[config.mk]
export PLATFORM = sky130hd
export DESIGN_NAME = three_phase_hall_commutation
export DESIGN_NICKNAME = d
export VERILOG_FILES = /design/src/rtl/hall_commutation_pkg.sv /design/src/rtl/hall_code_decode.sv /design/src/rtl/three_phase_hall_commutation.sv
export SDC_FILE = /design/constraint.sdc
export NUM_CORES = 1
export LEC_CHECK = 0
export BUFFER_PORTS_ARGS = -buffer_cell sky130_fd_sc_hd__clkbuf_2
export CAP_MARGIN = 20
export CORE_ASPECT_RATIO = 1.25
export CORE_UTILIZATION = 40
export DETAILED_ROUTE_END_ITERATION = 16
export HOLD_SLACK_MARGIN = 0.1
export PLACE_DENSITY = 0.72
export SYNTH_ARGS = -nofsm -noshare
export SYNTH_HDL_FRONTEND = slang
export SYNTH_SLANG_ARGS = --single-unit
export TNS_END_PERCENT = 20
[constraint.sdc]
create_clock -name i_mclk -period 1.3 [get_ports i_mclk]
set_input_delay 0.26 -clock i_mclk [delete_from_list [all_inputs] [get_ports i_mclk]]
set_output_delay 0.26 -clock i_mclk [all_outputs]
set_load 0.01 [all_outputs]
[src/rtl/hall_commutation_pkg.sv]
// Purpose: Shared types and constants for the Hall commutation decoder.
// Assumes: Three Hall channels, three phases.
// Notes: Hall code bit 2 is hall_in_1, bit 0 is hall_in_3.
package hall_commutation_pkg;

	// ==========================================================
	// Widths and reset values
	localparam int NUM_PHASES = 3;
	localparam logic [2:0] DRV_RESET = 3'h0;
	localparam logic [2:0] HALL_RESET = 3'h0;

	// ==========================================================
	// Six valid Hall codes, order hall_in_1 hall_in_2 hall_in_3
	localparam logic [2:0] CODE_100 = 3'h4;
	localparam logic [2:0] CODE_110 = 3'h6;
	localparam logic [2:0] CODE_111 = 3'h7;
	localparam logic [2:0] CODE_011 = 3'h3;
	localparam logic [2:0] CODE_001 = 3'h1;
	localparam logic [2:0] CODE_000 = 3'h0;

	// ==========================================================
	// Differential Hall inputs, positive and negative per channel
	typedef struct packed {
		logic [2:0] pos;
		logic [2:0] neg;
	} hall_diff_s;

	// Driver commands, bit 0 is phase 1
	typedef struct packed {
		logic [2:0] upper;
		logic [2:0] lower;
	} drive_cmd_s;

	// Phase pin: output level and enable (enable high while driven)
	typedef struct packed {
		logic [2:0] level;
		logic [2:0] oe;
	} phase_pins_s;

endpackage : hall_commutation_pkg

[src/rtl/hall_code_decode.sv]
// Purpose: Combinational Hall code to driver command decode.
// Assumes: Code bit 2 is hall_in_1.
// Notes: Unused codes give all drivers off.
module hall_code_decode (
	input wire logic [2:0] i_code,
	output hall_commutation_pkg::drive_cmd_s o_cmd
);
	import hall_commutation_pkg::*;

	// ==========================================================
	// Truth table
	always_comb begin
		o_cmd = '{upper: DRV_RESET, lower: DRV_RESET};
		case (i_code)
			CODE_100: o_cmd = '{upper: 3'h4, lower: 3'h1}; // RQ1 RQ2
			CODE_110: o_cmd = '{upper: 3'h4, lower: 3'h2}; // RQ1 RQ2
			CODE_111: o_cmd = '{upper: 3'h1, lower: 3'h2}; // RQ1 RQ2
			CODE_011: o_cmd = '{upper: 3'h1, lower: 3'h4}; // RQ1 RQ2
			CODE_001: o_cmd = '{upper: 3'h2, lower: 3'h4}; // RQ1 RQ2
			CODE_000: o_cmd = '{upper: 3'h2, lower: 3'h1}; // RQ1 RQ2
			default: o_cmd = '{upper: DRV_RESET, lower: DRV_RESET}; // RQ11
		endcase
	end

endmodule : hall_code_decode

[src/rtl/three_phase_hall_commutation.sv]
// Purpose: Three-phase brushless motor commutation from Hall inputs.
// Assumes: Hall differential inputs (positive and negative halves) and inhibit come from pins, asynchronous to i_mclk.
// Notes: Inputs pass two flip-flops; outputs are registered.
// How it works
// RQ1 - Channel is one when positive exceeds negative; codes select the upper driver.
// RQ2 - Lower driver chosen from the same code; all other drivers off.
// RQ3 - A phase with neither driver on is released to high impedance.
// RQ4 - Sensors must be 30 degrees apart, rising in six-step order.
// RQ5 - Each input high under one of two 90 degree windows, 180 apart.
// RQ6 - Mismatched motors need an external reorder and inversion of sensors.
// RQ7 - Example motor: sensor_3, inverse sensor_1, sensor_2 feed channels one to three.
// RQ8 - Inversion done by using the negative input; spare inputs tied to reference.
// RQ9 - Inhibit high releases all three phases, overriding the decode.
// RQ10 - Index is open-collector copy of the first Hall channel.
// RQ11 - Unused codes turn all drivers off; never both drivers of one phase.
module three_phase_hall_commutation (
	input wire logic i_mclk,
	input wire logic i_resetn,
	input wire hall_commutation_pkg::hall_diff_s i_hall,
	input wire logic i_inhibit,
	output hall_commutation_pkg::drive_cmd_s o_drive,
	output hall_commutation_pkg::phase_pins_s o_phase,
	output logic o_index_low,
	output logic o_index_oe
);
	import hall_commutation_pkg::*;

	// ==========================================================
	// State
	// Everything behind the pins lives in one registered struct
	typedef struct packed {
		hall_diff_s hall_meta;
		hall_diff_s hall_sync;
		logic [1:0] sync_full;
		logic inh_meta;
		logic inh_sync;
		logic [2:0] upper;
		logic [2:0] lower;
		logic [2:0] oe;
		logic index_oe;
	} state_s;

	state_s state_reg;
	state_s state_next;
	logic [2:0] chan;
	logic [2:0] code;
	drive_cmd_s cmd;
	logic drive_ok;

	// ==========================================================
	// Comparators
	// Both pin halves are synchronised first, so the comparison never
	// sees one half of a channel a cycle ahead of the other.
	// Channel high when positive input exceeds negative; feeding a sensor
	// into the negative half gives an inverted channel for free.
	for (genvar g = 0; g < NUM_PHASES; g++) begin : g_chan
		assign chan[g] = state_reg.hall_sync.pos[g] & ~state_reg.hall_sync.neg[g]; // RQ1 RQ8
	end

	// Channel 1 is the code's most significant bit
	assign code = {chan[0], chan[1], chan[2]};

	// Drivers may switch only once the synchroniser holds real pin data
	// and inhibit is low; the all-zero reset contents would decode as 000
	assign drive_ok = state_reg.sync_full[1] & ~state_reg.inh_sync;

	// Truth-table decode of the synchronised code
	hall_code_decode i_hall_code_decode (
		.i_code(code),
		.o_cmd(cmd)
	);

	// ==========================================================
	// Next state
	always_comb begin
		state_next = state_reg;
		// Two-stage synchronisers for the pins
		state_next.hall_meta = i_hall;
		state_next.hall_sync = state_reg.hall_meta;
		state_next.inh_meta = i_inhibit;
		state_next.inh_sync = state_reg.inh_meta;
		// Fill marker: a one walks in behind the first two pin samples
		state_next.sync_full = {state_reg.sync_full[0], 1'h1};
		if (drive_ok) begin
			state_next.upper = cmd.upper;
			state_next.lower = cmd.lower & ~cmd.upper; // RQ11
		end else begin
			state_next.upper = DRV_RESET; // RQ9
			state_next.lower = DRV_RESET; // RQ9
		end
		// Recirculating phase (no driver on) is released
		state_next.oe = state_next.upper | state_next.lower; // RQ3
		// Open collector pulls low while channel 1 is low; held off until filled
		state_next.index_oe = state_reg.sync_full[1] & ~chan[0]; // RQ10
	end

	// State register
	always_ff @(posedge i_mclk or negedge i_resetn) begin
		if (!i_resetn) begin
			state_reg <= '0;
		end else begin
			state_reg <= state_next;
		end
	end

	// ==========================================================
	// Outputs
	assign o_drive = '{upper: state_reg.upper, lower: state_reg.lower};
	assign o_phase = '{level: state_reg.upper, oe: state_reg.oe};
	// Open-collector data: the index pin can only ever be pulled low
	assign o_index_low = 1'h0;
	assign o_index_oe = state_reg.index_oe;

	// ==========================================================
	// Assertions
	// Outputs trail the pins by three edges: two synchroniser stages
	// and the output register.
	property p_no_shoot_through;
		@(posedge i_mclk) disable iff (!i_resetn)
		(o_drive.upper & o_drive.lower) == 3'h0;
	endproperty
	a_no_shoot_through: assert property (p_no_shoot_through) // RQ11
		else $error("Upper and lower driver of one phase both on");

	property p_inhibit_release;
		@(posedge i_mclk) disable iff (!i_resetn)
		$rose(state_reg.inh_sync) |=> (o_phase.oe == 3'h0);
	endproperty
	a_inhibit_release: assert property (p_inhibit_release) // RQ9
		else $error("Phases not released one cycle after inhibit");

	property p_release_when_idle;
		@(posedge i_mclk) disable iff (!i_resetn)
		o_phase.oe == (o_drive.upper | o_drive.lower);
	endproperty
	a_release_when_idle: assert property (p_release_when_idle) // RQ3
		else $error("Phase enable does not match driver activity");

	property p_upper_map;
		@(posedge i_mclk) disable iff (!i_resetn)
		(!state_reg.inh_sync && code == 3'h4) |=> (o_drive.upper == 3'h4);
	endproperty
	a_upper_map: assert property (p_upper_map) // RQ1
		else $error("Code 100 did not select upper driver 3");

	property p_lower_map;
		@(posedge i_mclk) disable iff (!i_resetn)
		(!state_reg.inh_sync && code == 3'h3) |=> (o_drive.lower == 3'h4);
	endproperty
	a_lower_map: assert property (p_lower_map) // RQ2
		else $error("Code 011 did not select lower driver 3");

	property p_unused_off;
		@(posedge i_mclk) disable iff (!i_resetn)
		(code == 3'h2 || code == 3'h5) |=> (o_drive == '0);
	endproperty
	a_unused_off: assert property (p_unused_off) // RQ11
		else $error("Unused code left a driver on");

	property p_index_follow;
		@(posedge i_mclk) disable iff (!i_resetn)
		$fell(i_hall.pos[0] & ~i_hall.neg[0]) ##1
			(!(i_hall.pos[0] & ~i_hall.neg[0])) [*2] |=> o_index_oe;
	endproperty
	a_index_follow: assert property (p_index_follow) // RQ10
		else $error("Index not pulled low after channel 1 fell");

	property p_pin_latency;
		@(posedge i_mclk) disable iff (!i_resetn)
		(!i_inhibit && ((i_hall.pos & ~i_hall.neg) == 3'h7)) [*4] |-> (o_drive.upper == 3'h1);
	endproperty
	a_pin_latency: assert property (p_pin_latency) // RQ1
		else $error("Code 111 at pins did not reach upper driver 1");

	// Both drivers of a live step leave exactly one phase floating
	property p_one_phase_free;
		@(posedge i_mclk) disable iff (!i_resetn)
		(o_drive.upper != 3'h0) |-> ($countones(o_phase.oe) == 2);
	endproperty
	a_one_phase_free: assert property (p_one_phase_free) // RQ3
		else $error("Driven step did not leave exactly one phase released");

	// Inhibit keeps every phase released for as long as it is seen
	property p_inhibit_hold;
		@(posedge i_mclk) disable iff (!i_resetn)
		state_reg.inh_sync |=> (o_drive == '0 && o_phase.oe == 3'h0);
	endproperty
	a_inhibit_hold: assert property (p_inhibit_hold) // RQ9
		else $error("Driver switched on while inhibit was high");

	// Code 000 selects upper driver 2 and lower driver 1
	property p_code_000_map;
		@(posedge i_mclk) disable iff (!i_resetn)
		(drive_ok && code == 3'h0) |=> (o_drive.upper == 3'h2 && o_drive.lower == 3'h1);
	endproperty
	a_code_000_map: assert property (p_code_000_map) // RQ2
		else $error("Code 000 did not select upper 2 and lower 1");

	// At most one upper and one lower driver at any time
	property p_onehot_drive;
		@(posedge i_mclk) disable iff (!i_resetn)
		$onehot0(o_drive.upper) && $onehot0(o_drive.lower);
	endproperty
	a_onehot_drive: assert property (p_onehot_drive) // RQ1
		else $error("More than one upper or lower driver on");

	// Nothing switches before the synchroniser holds real pin data
	property p_fill_quiet;
		@(posedge i_mclk) disable iff (!i_resetn)
		!state_reg.sync_full[1] |=> (o_phase.oe == 3'h0 && !o_index_oe);
	endproperty
	a_fill_quiet: assert property (p_fill_quiet) // RQ11
		else $error("Output switched before the synchroniser filled");

	c_inhibit: cover property (@(posedge i_mclk) disable iff (!i_resetn) $rose(state_reg.inh_sync));
	c_step: cover property (@(posedge i_mclk) disable iff (!i_resetn)
		code == 3'h4 ##[1:20] code == 3'h6);
	c_unused: cover property (@(posedge i_mclk) disable iff (!i_resetn) code == 3'h5);
	c_wrap: cover property (@(posedge i_mclk) disable iff (!i_resetn)
		code == 3'h0 ##[1:20] code == 3'h4);
	c_index: cover property (@(posedge i_mclk) disable iff (!i_resetn) $rose(o_index_oe));

endmodule : three_phase_hall_commutation

=== Word-level counts from Yosys, hierarchy flattened ===
Cells that the tools add are included.

* Input bits: 9
* Register bits after elaboration: 26
* Word-level logic and storage cells: 32
* Output and inout port bits: 14

* Bitwise operators: 13
* Equality and inequality tests: 5
* Reductions and logical operators: 1
* Muxes and demuxes: 2

{| class="wikitable"
|+ Operators with widths
! kind !! number
|-
| $pmux 6 s6 || 1
|-
| $eq 3x3->1 const B || 3
|-
| $mux 6 || 1
|-
| $and 1x1->1 || 5
|-
| $not 1->1 || 5
|-
| $and 3x3->3 || 1
|-
| $eq 3x1->1 const B || 1
|-
| $eq 3x2->1 const B || 1
|-
| $logic_not 3->1 || 1
|-
| $not 3->3 || 1
|-
| $or 3x3->3 || 1
|}

=== Depth between registers and ports, before layout ===
Gate-level depths: netlist (run 1).

* Depth after elaboration: 8
* Gate-level depth with buffers: 4
* Depth with buffers taken out: 3

=== Modules after synthesis ===
A second synthesis (run 1) with hierarchy kept.

* Cells, all modules: 65
* Area total of the unflattened synthesis: 919.6 µm²

{| class="wikitable"
|+ Modules (own cells, without submodules)
! module !! cells an instance !! seq. area each (µm²) !! area an instance (µm²) !! instances
|-
| three_phase_hall_commutation || 59 || 650.6 || 883.3 || 1
|-
| hall_code_decode || 6 || 0.0 || 36.3 || 1
|}

=== Worst setup path before layout (run 1) ===
No wires, ideal clock.

* Path kind: reg2reg
* Start: reg state_reg[14] in the netlist's numbering
* End: reg state_reg (netlist bit o_phase[2])
* Setup time: 0.122 ns
* Cell stages (with the launch flop): 5
* Arrival time: 0.772 ns
* Path buffers: 1
* Path slack: 0.406 ns
* Period minus slack after synthesis: 0.894 ns
* Required time: 1.178 ns
* Cell sequence: dfrtp_1 nand2b_1 buf_6 xnor2_1 nor2_1

{| class="wikitable"
|+ RTL lines
! item !! RTL line !! source
|-
| start, declared || three_phase_hall_commutation.sv:43 || <nowiki>state_s state_reg;</nowiki>
|-
| start signal, assigned || three_phase_hall_commutation.sv:102 || <nowiki>state_reg <= state_next;</nowiki>
|}

=== Final worst setup path (run 1) ===
* Start: reg state_reg (netlist bit o_drive[4])
* End: out o_drive[4] in the netlist's numbering

{| class="wikitable"
|+ RTL lines
! item !! RTL line !! source
|-
| end, declared || three_phase_hall_commutation.sv:21 || <nowiki>output hall_commutation_pkg::drive_cmd_s o_drive,</nowiki>
|}

No word-level cell between the ends.

==> results.md, run 1 <==
Status:
- The flow ran to the end, but the final reports show violations.
- The final reports fail on design-rule violations.

Pwr:
- The largest vdd supply drop is 0.762 mV.
- The share of power burned in combinational logic is 8.0%.
- The share of power burned in the clock network is 23.8%.
- The share of total power dissipated in sequential elements is roughly two thirds.
- In this run the power density over the cells is 1240 nW/um2.
- The total net switching power is 253 uW.
- In this run the static leakage power is 0.000513 uW.
- Of the total power, the share spent switching nets is about a fifth.
- The internal portion of the total power is between 1000 and 1500 uW.

Setup path:
- The critical path is of the flop to output pin type.
- Along the worst path, the maximum fanout reaches 2.
- The biggest cell delay along the critical path is 0.39 ns.
- The required time of the worst setup path is 1.04 ns.
- The worst setup path is launched from a flop.
- The number of buffers and inverters on the critical path is 1.
- The cell type group with the largest total delay on the critical path is flip-flops.
- On the critical path, the stage with the largest delay is an instance of dfrtp_1.
- The critical path goes through clkbuf_2.
- In this run the register-to-register setup slack is 0.36 ns.
- For the worst setup path, the data arrival time is between 0.8 and 0.9 ns.
- STA classifies the critical path endpoint as an output pin.

Layout:
- The repair_antennas step left the layout with diodes totalling 0.
- The share of layout cells above drive strength 1 is 32.1%.
- From synthesis to final layout, the design area changed by 13.9%.
- The final-stage net count is 92.

Timing:
- The final hold violation count is 0.
- Based on the critical path, the design can be clocked at up to 935 MHz.
- Setup violations remaining at the end of the flow were counted as 0.
- The worst-case clock skew is 0.00202 ns.
- The sum of negative setup slack is 0 ns.
- The number of max-slew violations in the final report is 0.
- The relative max-transition margin is between 60% and 70%.
- Hold is met by about 0.36 ns.
- The transition time at the pin with the least slew margin is 0.595 ns.
- Setup repair after global routing left no endpoint under its margin.
- The final period utilization is between 80% and 90%.
- The smallest clock period supported by the final layout is computed as 1.07 ns.

Floorplanning:
- In this run the horizontal extent of the chip is 44.2 um.
- The die height is around 55 um.
- The placement row count is 18.
- For this configuration, the core starts out at a cell density of 44.0%.
- The total core area is 2030 um2.
- The top-level I/O count is 23.
- The floorplan step defined a die boundary enclosing between 2000 and 2500 um2.

Synthesis:
- The fraction of the yosys area taken by sequential cells is 73.0%.
- The share of synthesized area in the top cell type comes to approximately three quarters.
- Synthesis instantiated 13 different standard cells from the library.
- The number of instances in the synthesized netlist is 63.
- Ranked by total cell area, the synthesized netlist is headed by dfrtp_1 73%, buf_4 11%, nor2_1 2.9%.
- When the netlist entered floorplanning its net count stood at 72.
- The total number of yosys warnings is 0.
- In this run the mean area of a mapped cell was 14.1 um2.
- The total standard cell area after synthesis is approximately 890 um2.
- The count of state elements after synthesis is 26.
- Of all cell types, the one taking the most synthesized area is dfrtp_1.

Route:
- The routed wire length is 916 um.
- The mean number of vias per cell is 4.22.
- The residual antenna-violating net count after detailed routing is 0.
- The remaining routing DRC violations is 2.
- After detailed routing, the average wire length per cell comes to 9.07 um.
- The first-iteration detailed-routing DRC count is 4.
- The first-pass iteration count of the detailed router is 12.
- The routed via count is 426.

Flow run:
- The max-capacitance violation count is 0.

Global route:
- The number of global-route vias before repair is 387.
- Global routing finished with a remaining overflow of 0.
- The total routing resource utilization after global routing is 9.05%.
- The number of antenna violations at the first check in global routing is 0.
- The maximum number of pins on one net before global-route repair is 27.
- The first-pass GRT wire length is 1460 um.

Clock tree:
- The count of clock tree sinks is 26.
- The longest clock path from root to sink contains 2 buffers.
- The number of buffers added by the clock tree synthesis step is 3.
- The clock root buffer is clkbuf_4.
- The clock reaches the later pin of the worst-skew pair after 0.30 ns.
- The total of cells resized after clock tree synthesis is 0.
- CTS built an H-tree with a depth of 1.
- After clock tree synthesis, the clock-pin slew on the worst setup and hold paths is 0.11 ns.
- The clock tree from TritonCTS is built.

Placed design:
- The routability congestion estimate is 0.685.
- The final HPWL from detailed placement is 575 um.
- Buffers placed on the I/O ports in this run total 21.

Worst hold path:
- In this run the worst hold path is classified as flop to flop.
[power groups by stage]
stage | Combinational [uW] | Sequential [uW] | Clock [uW]
floorplan | 62.4 | 872 | 0
global placement | 81.7 | 871 | 0
detailed placement | 83.4 | 873 | 0
CTS | 102 | 857 | 316
global route | 112 | 861 | 347
finish | 101 | 856 | 299
[what timing repair did]
action | 4_1_cts | 5_1_grt
hold buffers | 8 | 0
hold endpoints to repair | 33 | 0
setup buffers | 0 | 0
setup endpoints to repair | 0 | 0
[cells in the final DEF (no fill, tap or decap)]
cell type / synthesis / routed
nor2_1: 7 / 7
nor3_1: 2 / 2
dlygate4sd3_1: 0 / 8
nand2_1: 2 / 2
conb_1: 2 / 2
nor2b_1: 1 / 1
xnor2_1: 3 / 3
nand2b_2: 1 / 1
clkbuf_4: 0 / 3
nand2b_1: 3 / 3
and2_1: 1 / 1
clkbuf_2: 0 / 21
nor2b_4: 1 / 1
dfrtp_1: 26 / 26
[Yosys cell counts]
cell type	n
and2_1	1
buf_4	13
buf_6	1
conb_1	2
dfrtp_1	26
nand2_1	2
nand2b_1	3
nand2b_2	1
nor2_1	7
nor2b_1	1
nor2b_4	1
nor3_1	2
xnor2_1	3
[metrics by stage]
step / worst slack, ns / std cells / total power, uW / instance area [um2] / util (%)
after floorplan: 0.406 / 63 / 934 / 891 / -
after global placement: 0.399 / 90 / 953 / 912 / 45.0
after CTS: 0.213 / 101 / 1270 / 1010 / 50.1
after detailed placement: 0.377 / 90 / 956 / 912 / 45.0
after global routing: 0.164 / 101 / 1320 / 1010 / 50.1
final: 0.231 / 101 / 1260 / 1010 / 50.1
[layer usage]
metal  track usage, %  vias up  share of wire (%)
li1                 -      212                  -
met1             8.37      190                 41
met2             15.9       22                 51
met3             1.98        2                6.3
met4             9.09        0                1.1
met5                0        -                  0
[cell type report]
cell class                 count  area, um2
sequential                    26        651
fill                         173       1010
tap                           20       25.0
clock buffer                   3       22.5
multi-input combinational     23        131
timing repair buffer          29        185
[cells by family after synthesis]
family | after synthesis | share of synthesized area [%]
and+or+nand+nor | 18 | 11.0
other | 2 | 0.843
xor gates and xnor gates | 3 | 2.95
buffers and inverters | 14 | 12.2
DFF | 26 | 73.0
[worst paths after layout]
check	depth (start not counted)	to	from
min	0	state_reg[10]$_DFF_PN0_	state_next[10]$_DFF_PN0_
max in group asynchronous	2	state_reg[18]$_DFF_PN0_	i_resetn
max reg2reg	3	o_phase[2]$_DFF_PN0_	state_reg[14]$_DFF_PN0_
min in group asynchronous	2	state_next[10]$_DFF_PN0_	i_resetn
max	1	o_drive[4]	o_drive[4]$_DFF_PN0_
min reg2reg	0	state_reg[10]$_DFF_PN0_	state_next[10]$_DFF_PN0_
(Power assumes the default switching activity.)
==> run 2: changes to the inputs <==
==> constraint.sdc (replaced) <==
create_clock -name i_mclk -period 1 [get_ports i_mclk]
set_input_delay 0.2 -clock i_mclk [delete_from_list [all_inputs] [get_ports i_mclk]]
set_output_delay 0.2 -clock i_mclk [all_outputs]
set_load 0.01 [all_outputs]
==> run 2 against run 1 <==
Effect of this change: the run ends with design-rule violations, negative setup slack left; worst hold slack about the same; die area unchanged; cell area rose by 1.7%; final cell count is the same; clock power is 31% higher; clock-buffer cell count unchanged; wire length is 2.0% higher; flip-flop and latch count unchanged; utilization rose by 0.86 points; global-route usage is 0.35 points higher.
==> results.md, run 2 (same netlist as run 1, synthesis figures left out) <==
Clock tree:
- The insertion delay of the later-clocked pin in the worst-skew pair is 0.29 ns (about the same).
- The count of clock tree sinks is 26 (unchanged).
- The number of buffers added by the clock tree synthesis step is 3 (unchanged).
- The clock transition at the register clock pins on the worst setup and hold paths after CTS is 0.12 ns (about the same).
- The deepest level of the CTS H-tree was 1 (unchanged).
- TritonCTS built the clock tree.
- In this run the clock root is driven by a clkbuf_4.
- The largest buffer count on any clock path is 2 (unchanged).

Global route:
- The number of antenna violations at the first check in global routing is 0 (unchanged).
- The maximum number of pins on one net before global-route repair was 27 (unchanged).
- The peak-usage layer in the global routing report is met2.
- The number of global-route vias before repair is 401 (+3.6%).
- The first-pass GRT wire length was 1560 um (+6.6%).
- The global routing usage on met2 is 16.9% (+0.98 points).
- The global-route congestion overflow total is 0 (unchanged).
- The total routing resource utilization after global routing is 9.40% (+0.35 points).
- The met3 usage in global routing is 1.98% (unchanged).
- The routing usage on met1 is 9.23% (+0.86 points).

Floorplanning:
- The top-level I/O count is 23 (unchanged).
- The initial standard-cell utilization of the core is 44.0% (unchanged).
- The placement row count was 18 (unchanged).
- The die span in x is 44.2 um (unchanged).
- The die height came to 54.8 um (unchanged).
- The area of the die is 2420 um2 (unchanged).
- The total core area is 2030 um2 (unchanged).

Setup path:
- In this run the worst setup path begins at o_drive[5]$_DFF_PN0_.
- The critical path ends at o_drive[5].
- The minimum setup slack among reg-to-reg paths was 0.03 ns (-0.33 ns).
- The nature of the critical path startpoint is a flop.
- The worst reg2reg path depth is 3 (unchanged).
- The worst-path maximum fanout was 2 (unchanged).
- The number of buffers and inverters on the critical path is 1 (unchanged).
- The sort of element at the end of the critical path is an output pin.
- The worst register-to-register path ends at o_phase[2]$_DFF_PN0_.
- The biggest cell delay along the critical path is 0.39 ns (about the same).
- The cell type group with the largest total delay on the critical path is flip-flops.
- The arrival time of the worst setup path is 0.81 ns (about the same).
- The instance count on the critical path was 1 (unchanged).
- For this design, the slowest cell found on the critical path is dfrtp_1.
- The signal on the critical path passes through clkbuf_2.
- The origin of the critical flop-to-flop path is state_reg[14]$_DFF_PN0_.
- The category of the most critical setup path is flop to output pin.
- The required time of the worst setup path was 0.80 ns (-0.24 ns).

Route:
- The mean number of vias per cell is 4.30 (+1.9%).
- The first-pass iteration count of the detailed router is 12 (unchanged).
- The residual antenna-violating net count after detailed routing came to 0 (unchanged).
- The routed via count is 434 (+1.9%).
- The remaining routing DRC violations is 1 (-1).
- The first-iteration detailed-routing DRC count was 5 (+1).
- The routed length per instance is 9.25 um (+2.0%).
- The routed wire length is 934 um (+2.0%).

Pwr:
- The largest vdd supply drop was 1.11 mV (+45%).
- The static leakage is 0.000526 uW (+2.5%).
- The total power per unit cell area is 1590 nW/um2 (+29%).

Layout:
- The top cell types in the final layout, fill and taps aside, are 26 x dfrtp_1, 21 x clkbuf_2, 8 x dlygate4sd3_1.
- The share of layout cells above drive strength 1 came to 35.8% (+3.7 points).
- The diode insertion count for antenna repair was 0 (unchanged).
- Leaving out fill and tap cells, the most frequent cell in the layout is dfrtp_1.
- The area of all placed cells without fillers came to 1030 um2 (+1.7%).
- The number of filler instances in the final layout was 183 (+5.8%).
- Relative to the synthesized area, the layout overhead comes to 15.9%.
- The final-stage net count is 92 (unchanged).
- The share of the core filled with cells is 50.9% (+0.86 points).

Placed design:
- The number of port buffers is 21 (unchanged).
- The worst setup timing slack at the placement stage came to 0.0533 ns (-0.324 ns).
- The final HPWL from detailed placement is 592 um (+2.9%).
- The routability congestion estimate is 0.687 (+0.31%).
- The instance area after placement is 912 um2 (unchanged).

Status:
- The run finished, with violations left.
- The final reports fail on design-rule violations, negative setup slack.

Timing:
- The setup-violating endpoint count in the final report came to 6 (+6).
- Setup repair after global routing could not meet its margin everywhere.
- The transition time at the pin with the least slew margin is 0.595 ns (-0.000105 ns).
- The clock period minus final worst setup slack is 1.01 ns.
- The sum of negative setup slack is -0.0583 ns (-0.0583 ns).
- The final hold violation count came to 0 (unchanged).
- The final worst slack is -0.0133 ns (-0.244 ns).
- Static timing analysis puts the maximum clock frequency at 987 MHz.
- The relative max-transition margin is 60.3% (about the same).
- The worst-case clock skew is 0.000945 ns (-0.00107 ns).
- The post-route worst hold slack was 0.360 ns (+0.000415 ns).
- The number of max-slew violations in the final report is 0 (unchanged).
- The final period utilization is 101%.

Flow run:
- The max-capacitance violation count is 0 (unchanged).

Worst hold path:
- In this run the worst hold path is classified as flop to flop.
run 2: cell counts in the layout (fill, tap and decap cells not counted):
Identical to the previous run, type by type.
run 2: report_power, final:
part	switching (uW)	total (uW)	leakage, uW	internal, uW
registers	14.8	1110	0.000321	1100
clock network	253	393	0.0000138	140
logic	69.9	140	0.000191	70.3
total	337	1650	0.000526	1310
run 2: timing repair:
| item | in CTS | in global routing |
|---|---|---|
| hold buffers | 8 | 0 |
| endpoints found under the setup margin | 13 | 15 |
| gates resized for setup | 0 | 3 |
| buffers inserted | 0 | 0 |
| hold endpoints to repair | 33 | 0 |
run 2: cell type report:
type                       instances  area, um2  area share (%)
tap                               20       25.0            2.42
clock buffer                       3       22.5            2.18
timing repair buffer              29        185            17.9
sequential                        26        651            63.0
multi-input combinational         23        149            14.4
run 2: routing by layer:
metal,vias to the layer above,wire length (um)
met5,-,0
met4,0,10
met3,2,60
met2,22,495
met1,200,368
li1,210,-
run 2: worst register-to-register path, cell delays in order, from the launching register on:
cell and delay, ns:
dfrtp_1 0.38, nand2b_2 0.25, xnor2_2 0.18, nor2_1 0.05
run 2: worst min path at each step:
| stage | cells after the start | slack, ns | end | start |
|---|---|---|---|---|
| after global routing | 0 | 0.37 | state_reg[16]$_DFF_PN0_ | state_next[16]$_DFF_PN0_ |
| final | 0 | 0.36 | state_reg[19]$_DFF_PN0_ | state_next[19]$_DFF_PN0_ |
| after CTS | 0 | 0.36 | state_reg[19]$_DFF_PN0_ | state_next[19]$_DFF_PN0_ |
| after global placement | 1 | 0.22 | state_next[15]$_DFF_PN0_ | i_resetn |
| after detailed placement | 1 | 0.23 | state_next[15]$_DFF_PN0_ | i_resetn |
| after floorplan | 0 | -0.1 | o_drive[0]$_DFF_PN0_ | i_resetn |
run 2: through the flow:
stage | total power (uW) | std cells
after CTS | 1660 | 101
after global placement | 1240 | 90
after detailed placement | 1240 | 90
final | 1650 | 101
after global routing | 1720 | 101
after floorplan | 1210 | 63
==> run 3: changes to the inputs <==
--- a/config.mk
+++ b/config.mk
@@ -8,11 +8,13 @@
 export BUFFER_PORTS_ARGS = -buffer_cell sky130_fd_sc_hd__clkbuf_2
 export CAP_MARGIN = 20
 export CORE_ASPECT_RATIO = 1.25
+export CORE_MARGIN = 2
 export CORE_UTILIZATION = 40
 export DETAILED_ROUTE_END_ITERATION = 16
 export HOLD_SLACK_MARGIN = 0.1
 export PLACE_DENSITY = 0.72
 export SYNTH_ARGS = -nofsm -noshare
 export SYNTH_HDL_FRONTEND = slang
+export SYNTH_HIERARCHICAL = 1
 export SYNTH_SLANG_ARGS = --single-unit
 export TNS_END_PERCENT = 20
==> run 3 against run 2 <==
Effect of this change: the flow finishes with violations (negative setup slack); final cell count up 17%; clock-buffer cell count up 1; sequential share of layout area down 5.8 points; global-route usage down 0.48 points; die area up 12%; worst hold slack better by 0.0021 ns; fmax down 4.9%; cell area up 10%; via count up 11%.
==> results.md, run 3 <==
Clock tree:
- The clock tree from TritonCTS is built.
- The clock transition at the register clock pins on the worst setup and hold paths after CTS is 0.12 ns (about the same).
- The insertion delay of the later-clocked pin in the worst-skew pair is 0.30 ns (about the same).
- The setup fix buffers added after clock tree synthesis was 0 (unchanged).
- The tree is rooted in a clkbuf_4.
- The count of clock tree sinks is 26 (unchanged).
- The largest buffer count on any clock path is 2 (unchanged).
- The deepest level of the CTS H-tree is 1 (unchanged).
- The number of buffers added by the clock tree synthesis step is 3 (unchanged).

Setup path:
- In this run the critical register-to-register path is captured at o_drive[2]$_DFF_PN0_.
- The critical path startpoint is state_reg[14]$_DFF_PN0_.
- Walking the worst path, the cells encountered are nor2b_4 > and2b_2 > nor3b_2.
- STA classifies the critical path startpoint as a flop.
- The worst reg2reg path depth is 3 (unchanged).
- The capture point of the worst path is o_drive[2]$_DFF_PN0_.
- The arrival time of the worst setup path is 1.28 ns (+0.47 ns).
- The instance count on the critical path is 3 (+2).
- The origin of the critical flop-to-flop path is state_reg[14]$_DFF_PN0_.
- The cell with the largest stage delay on the worst path is dfrtp_1.
- The minimum setup slack among reg-to-reg paths is -0.07 ns (-0.10 ns).
- The critical path in this run is classified as flop to flop.
- The cell type group with the largest total delay on the critical path is simple AND/OR/NAND/NOR gates.
- The required time of the worst setup path is 1.21 ns (+0.41 ns).
- The worst setup path is captured at a flop.
- The worst-path maximum fanout was 5 (+3).
- The number of buffers and inverters on the critical path is 0 (-1).
- The biggest cell delay along the critical path is 0.41 ns (+0.02 ns).

Synthesis:
- The adder-cell area share of the yosys netlist is 0% (unchanged).
- The post-synthesis share of cell area spent on xor and xnor gates is 0% (-2.9 points).
- The mux contribution to synthesized area was 0% (unchanged).
- The cell taking the most area after synthesis is dfrtp_1.
- The total nets after synthesis is 74 (+2.8%).
- Among all cell types in the netlist, the one instantiated most often is dfrtp_1.
- The combinational family with the most area after synthesis is simple AND/OR/NAND/NOR gates.
- The share of the synthesized area in compound gates (AO/OA/AOI/OAI) is 0% (unchanged).
- The share of the synthesized area in the top cell type came to 70.7% (-2.3 points).
- The number of enable flip-flop cells after synthesis was 0 (unchanged).
- By area the synthesized netlist is led by dfrtp_1 71%, buf_4 11%, nor3b_2 4.1%.
- The most used flip-flop cell after synthesis is dfrtp_1.
- The simple-gate share of the synthesized area is 17.8% (+6.9 points).
- The number of instances in the synthesized netlist came to 65 (+3.2%).
- The count of state elements after synthesis is 26 (unchanged).
- The fraction of the yosys area taken by sequential cells is 70.7% (-2.3 points).
- The total standard cell area after synthesis is 920 um2 (+3.2%).
- Counting instances in the post-synthesis netlist gives the leading cell types as 26 x dfrtp_1, 13 x buf_4, 8 x nor2_1, 4 x and2_1, 4 x nor2b_1.
- The number of unique standard cell types used by synthesis came to 12 (-1).
- The total number of yosys warnings was 6 (+6).
- The mean instance size in the synthesized netlist is 14.1 um2 (about the same).
- The async set-or-reset flop fraction in the synthesized netlist is 100% (unchanged).

Pwr:
- The sequential share of power is 63.1% (-4.5 points).
- The share of power burned in combinational logic came to 8.9% (+0.4 points).
- The total net switching power is 362 uW (+7.3%).
- The largest vdd supply drop is 1.21 mV (+9.6%).
- The share of power burned in the clock network is 28.0% (+4.1 points).
- The static leakage came to 0.000573 uW (+8.9%).
- The fraction of power spent switching nets is 20.5% (about the same).
- The internal portion of total power is 1400 uW (+7.2%).
- The total power per unit cell area was 1550 nW/um2 (-2.6%).

Global route:
- The global-route congestion overflow total is 0 (unchanged).
- The maximum number of pins on one net before global-route repair is 27 (unchanged).
- The number of global-route vias before repair is 458 (+14%).
- The total routing resource utilization after global routing was 8.92% (-0.48 points).
- The number of antenna violations at the first check in global routing came to 0 (unchanged).
- The first-pass GRT wire length is 1680 um (+8.0%).

Floorplanning:
- The total core area is 2190 um2 (+7.9%).
- The initial standard-cell utilization of the core is 42.0% (-1.9 points).
- The top-level I/O count was 23 (unchanged).
- The die height is 57.6 um (+5.2%).
- The area of the die is 2700 um2 (+12%).
- The die span in x is 46.9 um (+6.1%).
- The placement row count was 19 (+1).

Layout:
- The library cells used most frequently in the layout, excluding fill and tap cells, are 26 x dfrtp_1, 21 x clkbuf_2, 8 x dlygate4sd3_1.
- The final-stage net count is 97 (+5.4%).
- The number of filler instances in the final layout is 197 (+7.7%).
- The share of layout cells above drive strength 1 is 47.1% (+11 points).
- The diode insertion count for antenna repair was 0 (unchanged).
- Leaving out fill and tap cells, the most frequent cell in the layout is dfrtp_1.
- The layout-stage area growth over the synthesis result is 23.5%.

Flow run:
- The max-capacitance violation count is 0 (unchanged).

Route:
- The routed wire length came to 1070 um (+15%).
- The routed length per instance came to 9.08 um (-1.8%).
- The routed via count is 483 (+11%).
- The mean number of vias per cell is 4.09 (-4.7%).
- The residual antenna-violating net count after detailed routing is 0 (unchanged).
- The first-iteration detailed-routing DRC count is 0 (-5).
- The first-pass iteration count of the detailed router is 1 (-11).
- The remaining routing DRC violations is 0 (-1).

Timing:
- Setup repair after global routing could not meet its margin everywhere.
- The setup-violating endpoint count in the final report is 13 (+7).
- The highest attainable clock frequency is 938 MHz (-4.9%).
- The final period utilization is 107% (+5.3 points).
- The clock period minus final worst setup slack was 1.07 ns (+0.0527 ns).
- The post-route worst hold slack came to 0.362 ns (+0.00207 ns).
- The final hold violation count was 0 (unchanged).
- The number of max-slew violations in the final report is 0 (unchanged).
- The final worst slack was -0.0659 ns (-0.0527 ns).
- The worst-case clock skew is 0.00327 ns (+0.00233 ns).
- The sum of negative setup slack is -0.265 ns (-0.207 ns).

Status:
- The final reports fail on negative setup slack.
- The run finished, with violations left.

Placed design:
- The final HPWL from detailed placement is 684 um (+16%).
- The number of port buffers is 21 (unchanged).
- The routability congestion estimate is 0.721 (+5.0%).

Worst hold path:
- In this run the worst hold path is classified as flop to flop.
-- run 3: cell types whose count changed after synthesis, sizes merged --
cell    previous run  this run
nand2b             4         1
xnor2              3         0
nand2              2         0
nor2               7         8
nor2b              2         5
and2b              0         2
nor3b              0         3
buf               14        13
and2               1         5
nor3               2         0
-- run 3: cell type report --
type | count | area [um2] | share of cell area [%]
multi-input cells | 26 | 210 | 18.5
clock buffers | 4 | 36.3 | 3.19
well taps | 31 | 38.8 | 3.41
flip-flops and latches | 26 | 651 | 57.3
repair buffers | 31 | 200 | 17.6
-- run 3: metal layers --
metal | GRT usage [%] | share of wire [%] | vias to the layer above
li1 | - | - | 227
met1 | 7.81 | 38 | 233
met2 | 16.6 | 54 | 21
met3 | 1.87 | 7.2 | 2
met4 | 5.95 | 0.56 | 0
met5 | 0 | 0 | -
-- run 3: cell families (layout without fill, tap and decap cells) --
logic type / count (synthesis) / after routing
AND/OR/NAND/NOR: 24 / 24
flip-flops: 26 / 26
other: 2 / 2
buffers and inverters: 13 / 35
-- run 3: timing repair --
item	in CTS	in global routing
endpoints found under the setup margin	17	22
hold buffers	8	0
cloned	0	0
hold endpoints to repair	33	0
pin swaps	0	0
resized for setup	1	10
-- run 3: power by group through the flow --
stage | clock network [uW] | registers, uW | logic (uW)
2_1_floorplan | 0 | 1130 | 78.3
3_3_place_gp | 0 | 1130 | 116
3_5_place_dp | 0 | 1130 | 119
4_1_cts | 516 | 1110 | 144
5_1_grt | 561 | 1120 | 174
6_report | 494 | 1110 | 157
-- run 3: per-stage QoR --
stage | setup slack, ns | area [um2] | util (%) | instances | power [uW]
2_1_floorplan | -0.00580 | 922 | - | 65 | 1210
3_3_place_gp | -0.00390 | 983 | 45.0 | 106 | 1250
3_5_place_dp | -0.0394 | 983 | 45.0 | 106 | 1250
4_1_cts | -0.0593 | 1100 | 50.4 | 118 | 1770
5_1_grt | -0.0985 | 1140 | 51.9 | 118 | 1860
6_report | -0.0659 | 1140 | 51.9 | 118 | 1760
-- run 3: how the worst min path moves through the flow --
stage                             startpoint                       end  slack, ns  cells after the start
floorplan                           i_resetn      o_drive[0]$_DFF_PN0_       -0.1                      0
global placement                    i_resetn  state_next[18]$_DFF_PN0_       0.19                      2
detailed placement                  i_resetn  state_next[15]$_DFF_PN0_       0.20                      2
CTS                 state_next[16]$_DFF_PN0_   state_reg[16]$_DFF_PN0_       0.36                      0
global route        state_next[16]$_DFF_PN0_   state_reg[16]$_DFF_PN0_       0.37                      0
finish              state_next[16]$_DFF_PN0_   state_reg[16]$_DFF_PN0_       0.36                      0
